<file path="src/design/olbt_map.vh">
// Purpose: constants for the optical link bit error rate tester
// Assumes: 250 MHz reference clock, plain Verilog-2005 design
// Notes: sample and bit divider counts derive from the rates below
//
// Function
// - transmit streams on both channels run continuously while test runs
// - pattern source selects one of three modes: static, toggle, noise
// - static mode: each transmit line follows its user control level
// - toggle mode: each transmit line inverts on every bit clock
// - noise mode: uniform white noise scaled by 16-bit amplitude
// - receive sampled at 80 MHz, every second sample valid, 40 MHz
// - compare valid received bits with sent bits, count mismatches
// - simple access: controls drive transmit, status shows receive levels
// - lines fixed: tx2 line 0, tx1 line 1, rx1 line 2, rx2 line 4
// - receive level undefined after power-up until its first edge
// - transmit outputs default to no light during reset
`ifndef OLBT_MAP_VH
`define OLBT_MAP_VH

// =====================================================================
// modes
`define OLBT_MODE_W 2
`define OLBT_MODE_STATIC 2'h0
`define OLBT_MODE_TOGGLE 2'h1
`define OLBT_MODE_NOISE 2'h2

// =====================================================================
// timing
`define OLBT_CLK_MHZ 250
`define OLBT_SAMPLE_MHZ 80
`define OLBT_BIT_MHZ 20
// cycles per 80 MHz tick rounded down (shortest time), at least 1
`define OLBT_SAMPLE_DIV (`OLBT_CLK_MHZ / `OLBT_SAMPLE_MHZ)
// valid samples are every second one
`define OLBT_VALID_EVERY 2
// 80 MHz ticks per transmitted bit
`define OLBT_TICKS_PER_BIT (`OLBT_SAMPLE_MHZ / `OLBT_BIT_MHZ)

// =====================================================================
// line numbers
`define OLBT_LINE_TX2 0
`define OLBT_LINE_TX1 1
`define OLBT_LINE_RX1 2
`define OLBT_LINE_RX2 4

`define OLBT_LFSR_SEED 16'hACE1
`define OLBT_ERR_W 32

`endif

</file>
<file path="src/design/olbt_top.v">
// Purpose: bit error rate tester for a two-channel optical link
// Assumes: fibre loops tx1 to rx2 and tx2 to rx1; receive lines async
// Notes: 80 MHz sample tick is derived from the 250 MHz clock by counting
`timescale 1ns/10ps
`include "olbt_map.vh"

module olbt_top #(
    parameter DELAY_W = 4,
    parameter AMP_W = 16
) (
    input wire i_ref_clk,
    input wire i_rst,
    input wire i_test_run,
    input wire [1:0] i_mode,
    input wire i_static_tx1,
    input wire i_static_tx2,
    input wire [AMP_W-1:0] i_noise_amp,
    input wire [DELAY_W-1:0] i_loop_delay,
    input wire i_clear_count,
    input wire [7:0] i_line_in,
    output reg [7:0] o_line_out,
    output reg [7:0] o_line_oe,
    output reg o_rx1_level,
    output reg o_rx2_level,
    output reg o_rx1_defined,
    output reg o_rx2_defined,
    output reg o_bit_strobe,
    output reg [`OLBT_ERR_W-1:0] o_bit_count,
    output reg [`OLBT_ERR_W-1:0] o_err_count_rx1,
    output reg [`OLBT_ERR_W-1:0] o_err_count_rx2
);

// =====================================================================
// receive synchronisers
reg [1:0] rx1_sync_r;
reg [1:0] rx2_sync_r;
reg rx1_prev_r;
reg rx2_prev_r;

// two flops per line before any logic reads the level
always @(posedge i_ref_clk) begin
    if (i_rst) begin
        rx1_sync_r <= 2'h0;
        rx2_sync_r <= 2'h0;
    end else begin
        rx1_sync_r <= {rx1_sync_r[0], i_line_in[`OLBT_LINE_RX1]};
        rx2_sync_r <= {rx2_sync_r[0], i_line_in[`OLBT_LINE_RX2]};
    end
end

// =====================================================================
// sample tick generation
reg [3:0] div_cnt_r;
reg sample_tick_r;
reg [1:0] tick_cnt_r;
reg valid_phase_r;

// last counts of both dividers, cut to the counter widths on purpose
localparam [31:0] DIV_LAST = `OLBT_SAMPLE_DIV - 1;
localparam [31:0] TICK_LAST = `OLBT_TICKS_PER_BIT - 1;

// 80 MHz tick by a modulo counter; fixed period of 3 cycles, no jitter
always @(posedge i_ref_clk) begin
    if (i_rst) begin
        div_cnt_r <= 4'h0;
        sample_tick_r <= 1'b0;
        tick_cnt_r <= 2'h0;
        valid_phase_r <= 1'b0;
    end else begin
        sample_tick_r <= 1'b0;
        if (div_cnt_r == DIV_LAST[3:0]) begin
            div_cnt_r <= 4'h0;
            sample_tick_r <= 1'b1;
        end else begin
            div_cnt_r <= div_cnt_r + 4'h1;
        end
        if (sample_tick_r) begin
            tick_cnt_r <= tick_cnt_r + 2'h1;
            valid_phase_r <= ~valid_phase_r;
        end
    end
end

wire bit_tick = sample_tick_r &&
    (tick_cnt_r == TICK_LAST[1:0]);
// every second 80 MHz sample is valid, giving 40 MHz; the comparator
// only uses the one with tick_cnt_r at 1, half a bit after the 20 MHz bit boundary
wire sample_valid = sample_tick_r && valid_phase_r;
wire bit_sample = sample_valid && (tick_cnt_r == 2'h1);

// =====================================================================
// pattern generation
reg [15:0] lfsr_r;
reg tx1_r;
reg tx2_r;
reg tx1_nxt;
reg tx2_nxt;
wire [31:0] noise_prod = {16'h0000, lfsr_r} * {16'h0000, i_noise_amp};
// tx1: scaled noise above half of full scale reads as a one; tx2 takes bit 30
wire noise_bit1 = noise_prod[31];
wire noise_bit2 = noise_prod[30];

// select next transmit bits from the active mode
always @* begin
    tx1_nxt = tx1_r;
    tx2_nxt = tx2_r;
    case (i_mode)
        `OLBT_MODE_STATIC: begin
            tx1_nxt = i_static_tx1;
            tx2_nxt = i_static_tx2;
        end
        `OLBT_MODE_TOGGLE: begin
            tx1_nxt = ~tx1_r;
            tx2_nxt = ~tx2_r;
        end
        `OLBT_MODE_NOISE: begin
            tx1_nxt = noise_bit1;
            tx2_nxt = noise_bit2;
        end
        default: begin
            tx1_nxt = 1'b0;
            tx2_nxt = 1'b0;
        end
    endcase
end

// bits advance on each bit clock while the test runs, without gaps
always @(posedge i_ref_clk) begin
    if (i_rst) begin
        lfsr_r <= `OLBT_LFSR_SEED;
        tx1_r <= 1'b0;
        tx2_r <= 1'b0;
    end else if (bit_tick && i_test_run) begin
        lfsr_r <= {lfsr_r[14:0],
            lfsr_r[15] ^ lfsr_r[13] ^ lfsr_r[12] ^ lfsr_r[10]};
        tx1_r <= tx1_nxt;
        tx2_r <= tx2_nxt;
    end else if (!i_test_run) begin
        // static control acts at once when no test runs
        tx1_r <= i_static_tx1;
        tx2_r <= i_static_tx2;
    end
end

// =====================================================================
// output lines
// line mapping fixed; other lines stay undriven
always @(posedge i_ref_clk) begin
    if (i_rst) begin
        o_line_out <= 8'h00;
        o_line_oe <= 8'h00;
    end else begin
        o_line_out <= 8'h00;
        o_line_out[`OLBT_LINE_TX2] <= tx2_r;
        o_line_out[`OLBT_LINE_TX1] <= tx1_r;
        o_line_oe <= 8'h00;
        o_line_oe[`OLBT_LINE_TX2] <= 1'b1;
        o_line_oe[`OLBT_LINE_TX1] <= 1'b1;
    end
end

// =====================================================================
// reference delay lines
reg [(1<<DELAY_W)-1:0] ref1_r;
reg [(1<<DELAY_W)-1:0] ref2_r;

// shift sent bits on each bit tick; tap chosen by measured latency
always @(posedge i_ref_clk) begin
    if (i_rst) begin
        ref1_r <= {(1<<DELAY_W){1'b0}};
        ref2_r <= {(1<<DELAY_W){1'b0}};
    end else if (bit_tick) begin
        ref1_r <= {ref1_r[(1<<DELAY_W)-2:0], tx1_r};
        ref2_r <= {ref2_r[(1<<DELAY_W)-2:0], tx2_r};
    end
end

// tap 0 is the bit now being sent, tap k the one sent k bits earlier;
// a short loop lands inside the very bit that caused it, so keep tap 0
wire [(1<<DELAY_W)-1:0] ref1_tap = {ref1_r[(1<<DELAY_W)-2:0], tx1_r};
wire [(1<<DELAY_W)-1:0] ref2_tap = {ref2_r[(1<<DELAY_W)-2:0], tx2_r};

// cross-connected fibre: rx1 sees tx2, rx2 sees tx1
wire exp_rx1 = ref2_tap[i_loop_delay];
wire exp_rx2 = ref1_tap[i_loop_delay];

// =====================================================================
// receive status and error counting
reg [2:0] rx_arm_r;

// error counts run only once a line has shown its first edge; the edge test waits
// until the synchronisers have refilled, else a high line fakes an edge
always @(posedge i_ref_clk) begin
    if (i_rst) begin
        rx_arm_r <= 3'h0;
        rx1_prev_r <= 1'b0;
        rx2_prev_r <= 1'b0;
        o_rx1_level <= 1'b0;
        o_rx2_level <= 1'b0;
        o_rx1_defined <= 1'b0;
        o_rx2_defined <= 1'b0;
        o_bit_strobe <= 1'b0;
        o_bit_count <= {`OLBT_ERR_W{1'b0}};
        o_err_count_rx1 <= {`OLBT_ERR_W{1'b0}};
        o_err_count_rx2 <= {`OLBT_ERR_W{1'b0}};
    end else begin
        rx_arm_r <= {rx_arm_r[1:0], 1'b1};
        rx1_prev_r <= rx1_sync_r[1];
        rx2_prev_r <= rx2_sync_r[1];
        o_rx1_level <= rx1_sync_r[1];
        o_rx2_level <= rx2_sync_r[1];
        if (rx_arm_r[2] && (rx1_sync_r[1] != rx1_prev_r))
            o_rx1_defined <= 1'b1;
        if (rx_arm_r[2] && (rx2_sync_r[1] != rx2_prev_r))
            o_rx2_defined <= 1'b1;
        o_bit_strobe <= bit_sample && i_test_run;
        if (i_clear_count) begin
            o_bit_count <= {`OLBT_ERR_W{1'b0}};
            o_err_count_rx1 <= {`OLBT_ERR_W{1'b0}};
            o_err_count_rx2 <= {`OLBT_ERR_W{1'b0}};
        end else if (bit_sample && i_test_run) begin
            o_bit_count <= o_bit_count + 1'b1;
            if (o_rx1_defined && (rx1_sync_r[1] != exp_rx1))
                o_err_count_rx1 <= o_err_count_rx1 + 1'b1;
            if (o_rx2_defined && (rx2_sync_r[1] != exp_rx2))
                o_err_count_rx2 <= o_err_count_rx2 + 1'b1;
        end
    end
end

endmodule // olbt_top

</file>
<file path="config.mk">
export PLATFORM = sky130hd
export DESIGN_NAME = olbt_top
export DESIGN_NICKNAME = d
export VERILOG_FILES = /design/src/design/olbt_top.v
export VERILOG_INCLUDE_DIRS = /design/src /design/src/design
export SDC_FILE = /design/constraint.sdc
export NUM_CORES = 1
export LEC_CHECK = 0
export BUFFER_PORTS_ARGS = -buffer_cell sky130_fd_sc_hd__buf_4
export CAP_MARGIN = 20
export CELL_PAD_IN_SITES_DETAIL_PLACEMENT = 1
export CELL_PAD_IN_SITES_GLOBAL_PLACEMENT = 2
export CORE_ASPECT_RATIO = 0.6
export CORE_UTILIZATION = 40
export DETAILED_ROUTE_END_ITERATION = 16
export GPL_TIMING_DRIVEN = 0
export PLACE_DENSITY_LB_ADDON = 0.12
export SYNTH_ARGS = -nofsm -noshare
export SYNTH_HDL_FRONTEND = slang
export SYNTH_SLANG_ARGS = --single-unit
</file>
<file path="constraint.sdc">
create_clock -name i_ref_clk -period 14.1 [get_ports i_ref_clk]
set_input_delay 2.115 -clock i_ref_clk [delete_from_list [all_inputs] [get_ports i_ref_clk]]
set_output_delay 2.115 -clock i_ref_clk [all_outputs]
set_load 0.005 [all_outputs]
</file>
==> metrics.md <==
| Metric | Value |
|---|---|
| Outcome | `completed` |
| Initial antenna violation count | `0` |
| Overall die width | `251.7 um` |
| Asr flop ratio synth | `0%` |
| Synth-to-layout area growth | `14.96%` |
| Root buffer selected by CTS | `clkbuf_16` |
| Global-route wire length before repair | `around 71000 um` |
| Hold Crit Class | `reg2reg` |
| Post-synthesis compound-gate area fraction | `~4.7%` |
| Max Cap Viol | `0` |
| Area leader, netlist | `fa_1` |
| Ys Warns | `0` |
| Most frequent cell after synthesis | `nand2_1` |
| Synth Area in XOR/XNOR | `5.077%` |
| Top cells by count, synth | `267 x nand2_1, 259 x inv_1, 193 x fa_1, 166 x dfxtp_1, 125 x and2_1` |
| Clk_lat worst skew | `0.44 ns` |
| Post-route cell area | `approximately 0.017 sq mm` |
| CP Launch Point | `i_noise_amp[11]` |
| Routability congestion estimate | `0.8652` |
| Simple-gate area share of the yosys netlist | `between 20% and 30%` |
| Final setup violating endpoints | `0` |
| Final period utilization | `around three fifths` |
| Slew Limit Fails | `0` |
| Post-CTS Setup Bufs | `0` |
| Die ar. | `roughly 0.038 sq mm` |
| Drt first-iter violations | `roughly 670` |
| Synth Cell Area | `0.01496 sq mm` |
| Layout fillers | `approximately 4300` |
| Worst VDD drop | `about 0.000076 V` |
| Hold Vio Cnt, Final | `0` |
| Sequential share of the synthesized area | `22.21%` |
| Main synth FF type | `dfxtp_1` |
| Final WL | `about 45000 um` |
| Slew @ Worst Pin | `1.035 ns` |
| Post-CTS sizing | `0` |
| Relative slew slack | `between 30% and 40%` |
| Largest net degree at the start of global routing | `17` |
| Sink Count | `between 150 and 200` |
| Adder-cell area share of the yosys netlist | `a little over a third` |
| Synth top area share | `between 20% and 30%` |
| Seq cells post-synth | `166` |
| Final ANT Viol Nets | `0` |
| CTS tree | `yes` |
| Overall Global Routing Usage | `between 20% and 30%` |
| Std cell rows | `54` |
| Total CTS buffers | `17` |
| Layout Nets | `2215` |
| H-tree depth | `4` |
| Clock tree buffer depth | `2` |
| Worst setup EP type | `flip-flop` |
| Worst hold start | `rx2_sync_r[0]$_SDFF_PP0_` |
| # hold bufs at CTS | `0` |
| Core Util, Final | `47.05%` |
| Starting Density | `about two fifths` |
| P per Cell Area | `around 96 mW/mm^2` |
| DR WL/cell | `approximately 19 um` |
| Critical Path RT | `approximately 14 ns` |
| Mux cell area share after synthesis | `under 10%` |
| Synth top area cells | `fa_1 26%, dfxtp_1 22%, ha_1 9.0%` |
| I/O pin cnt | `153` |
| Worst reg2reg path startpoint | `lfsr_r[10]$_SDFFE_PP1P_` |
| Area of placed instances | `about 0.017 sq mm` |
| Initial DRT Pass Iterations | `5` |
| RSZ-0062 raised after global routing | `no` |
| Remaining DRCs | `0` |
| Worst EP arrival | `approximately 8.5 ns` |
| Gate Count Post-Synth | `between 1500 and 2000` |
| Via-per-instance ratio | `5.030` |
| Via count | `~12000` |
| Crit-path max FO | `10` |
| EDFF count, synth | `0` |
| Crit Path Class | `in2reg` |
| Final setup TNS | `0 ns` |
| Main combinational cell family by area after synthesis | `adder cells` |
| Post-route minimum period | `roughly 8.2 ns` |
| Buffers on Ports | `around 130` |
| Fmax | `0.1218 GHz` |
| Startpoint types | `primary input` |
| Netlist cell types | `57` |
| Min Hold Slack | `between 0.4 and 0.5 ns` |
| Vias in the first global route | `approximately 12000` |
| Hpwl dp | `between 30000 and 40000 um` |
| Core Region | `around 0.037 sq mm` |
| Die height | `about 150 um` |
| Ratio of cells with drive above 1 in the final layout | `approximately a tenth` |
| Synthesized area per cell | `8.712 sq um` |
| Clk pin slew, worst setup/hold paths | `0.07 ns` |
| Leakage power | `~7.6 nW` |
| Worst Skew | `around 0.014 ns` |
| Congestion Overflow GR | `0` |
-- cell families (layout without fill, tap and decap cells) --
group                      Yosys count  count (layout)
AOI/OAI and AO/OA                  125             125
xor gates and xnor gates            85              85
adders and majority gates          301             301
buffers and inverters              351             514
DFF                                166             166
muxes                               12              12
other                                1              13
and+or+nand+nor                    676             676
-- registers in the layout, indices dropped and copies added, names as in the netlist --
| name | count |
|---|---|
| o_rx1_defined | 1 |
| rx1_sync_r | 2 |
| tx2_r | 1 |
| o_bit_strobe | 1 |
| o_line_oe | 1 |
| o_bit_count | 32 |
| rx1_prev_r | 1 |
| o_line_out | 2 |
| valid_phase_r | 1 |
| rx2_prev_r | 1 |
| lfsr_r | 16 |
| ref2_r | 15 |
| o_err_count_rx2 | 32 |
| ref1_r | 15 |
| tx1_r | 1 |
| o_err_count_rx1 | 32 |
| o_rx2_defined | 1 |
| div_cnt_r | 4 |
| tick_cnt_r | 2 |
| sample_tick_r | 1 |
| rx_arm_r | 2 |
| rx2_sync_r | 2 |
-- cell type report --
type                    count  area [sq um]  area share [%]
diodes                      1         2.502         0.01455
plain buffers              91         416.7           2.423
clock buffers              20         436.7           2.539
clock inverters            12         143.9          0.8367
inverters                 260         975.9           5.675
multi-input cells        1211         10280           59.80
flip-flops and latches    166          3323           19.32
well taps                 504         630.6           3.667
repair buffers            131         983.4           5.718
-- path summary, 6_finish.rpt --
check	end	slack (ns)	cells after the start
setup / recovery	tx2_r$_SDFFE_PP0P_	5.89	19
hold / removal	rx2_sync_r[1]$_SDFF_PP0_	0.45	1
setup reg to reg	tx2_r$_SDFFE_PP0P_	6.85	19
hold reg to reg	rx2_sync_r[1]$_SDFF_PP0_	0.45	1
-- worst max-delay path: stages --
cell and delay, ns:
buf_4 0.18, clkbuf_1 0.57, nand2_1 0.17, fa_1 0.55, inv_1 0.05, fa_1 0.46, fa_1 0.53, fa_1 0.52
fa_1 0.56, inv_1 0.06, fa_1 0.54, inv_1 0.05, ha_1 0.18, a21oi_1 0.18, o21ai_0 0.18, a2111oi_0 0.81
o21ai_0 0.41, o21ai_0 0.27, o211ai_1 0.11
-- per-stage QoR --
step,worst slack [ns],cells,power (mW)
5_1_grt,5.378,2395,1.801
6_report,5.888,2396,1.643
2_1_floorplan,7.075,1728,0.9632
4_1_cts,5.844,2395,1.670
3_5_place_dp,5.386,2363,1.185
3_3_place_gp,5.574,2363,1.155
-- routing by layer --
metal | vias to the layer above | GRT usage (%) | wire, um
met3 | 28 | 5.552 | 2601
met1 | 6107 | 38.07 | 23570
met2 | 217 | 34.97 | 18750
met4 | 0 | 3.780 | 443
met5 | - | 0 | 0
li1 | 5699 | - | -
-- layout by cell type, fill, tap and decap left out, types with 3 or more instances in the layout --
| cell | instances |
|---|---|
| a21oi_1 | 74 |
| nor4_1 | 25 |
| fa_1 | 193 |
| xnor2_1 | 51 |
| o31ai_1 | 7 |
| clkbuf_1 | 70 |
| and4_1 | 11 |
| or3_1 | 11 |
| or4_1 | 8 |
| a21o_1 | 4 |
| conb_1 | 12 |
| inv_1 | 259 |
| mux4_2 | 10 |
| clkbuf_16 | 17 |
| dfxtp_1 | 166 |
| nand4_1 | 19 |
| nand2_1 | 267 |
| nand2b_1 | 4 |
| a221oi_1 | 3 |
| nor3_1 | 21 |
| xor2_1 | 32 |
| nand3_1 | 50 |
| nor2_1 | 96 |
| and3_1 | 14 |
| o21ai_0 | 22 |
| buf_2 | 5 |
| ha_1 | 108 |
| and2_1 | 125 |
| buf_4 | 147 |
| inv_6 | 3 |
| nor2b_1 | 10 |
-- where the power goes --
part | internal [mW] | switching [mW]
Sequential | 0.473 | 0.00408
Combinational | 0.281 | 0.408
Clock | 0.265 | 0.211
Total | 1.02 | 0.624
Note: power is estimated with default switching activity, not from simulation.
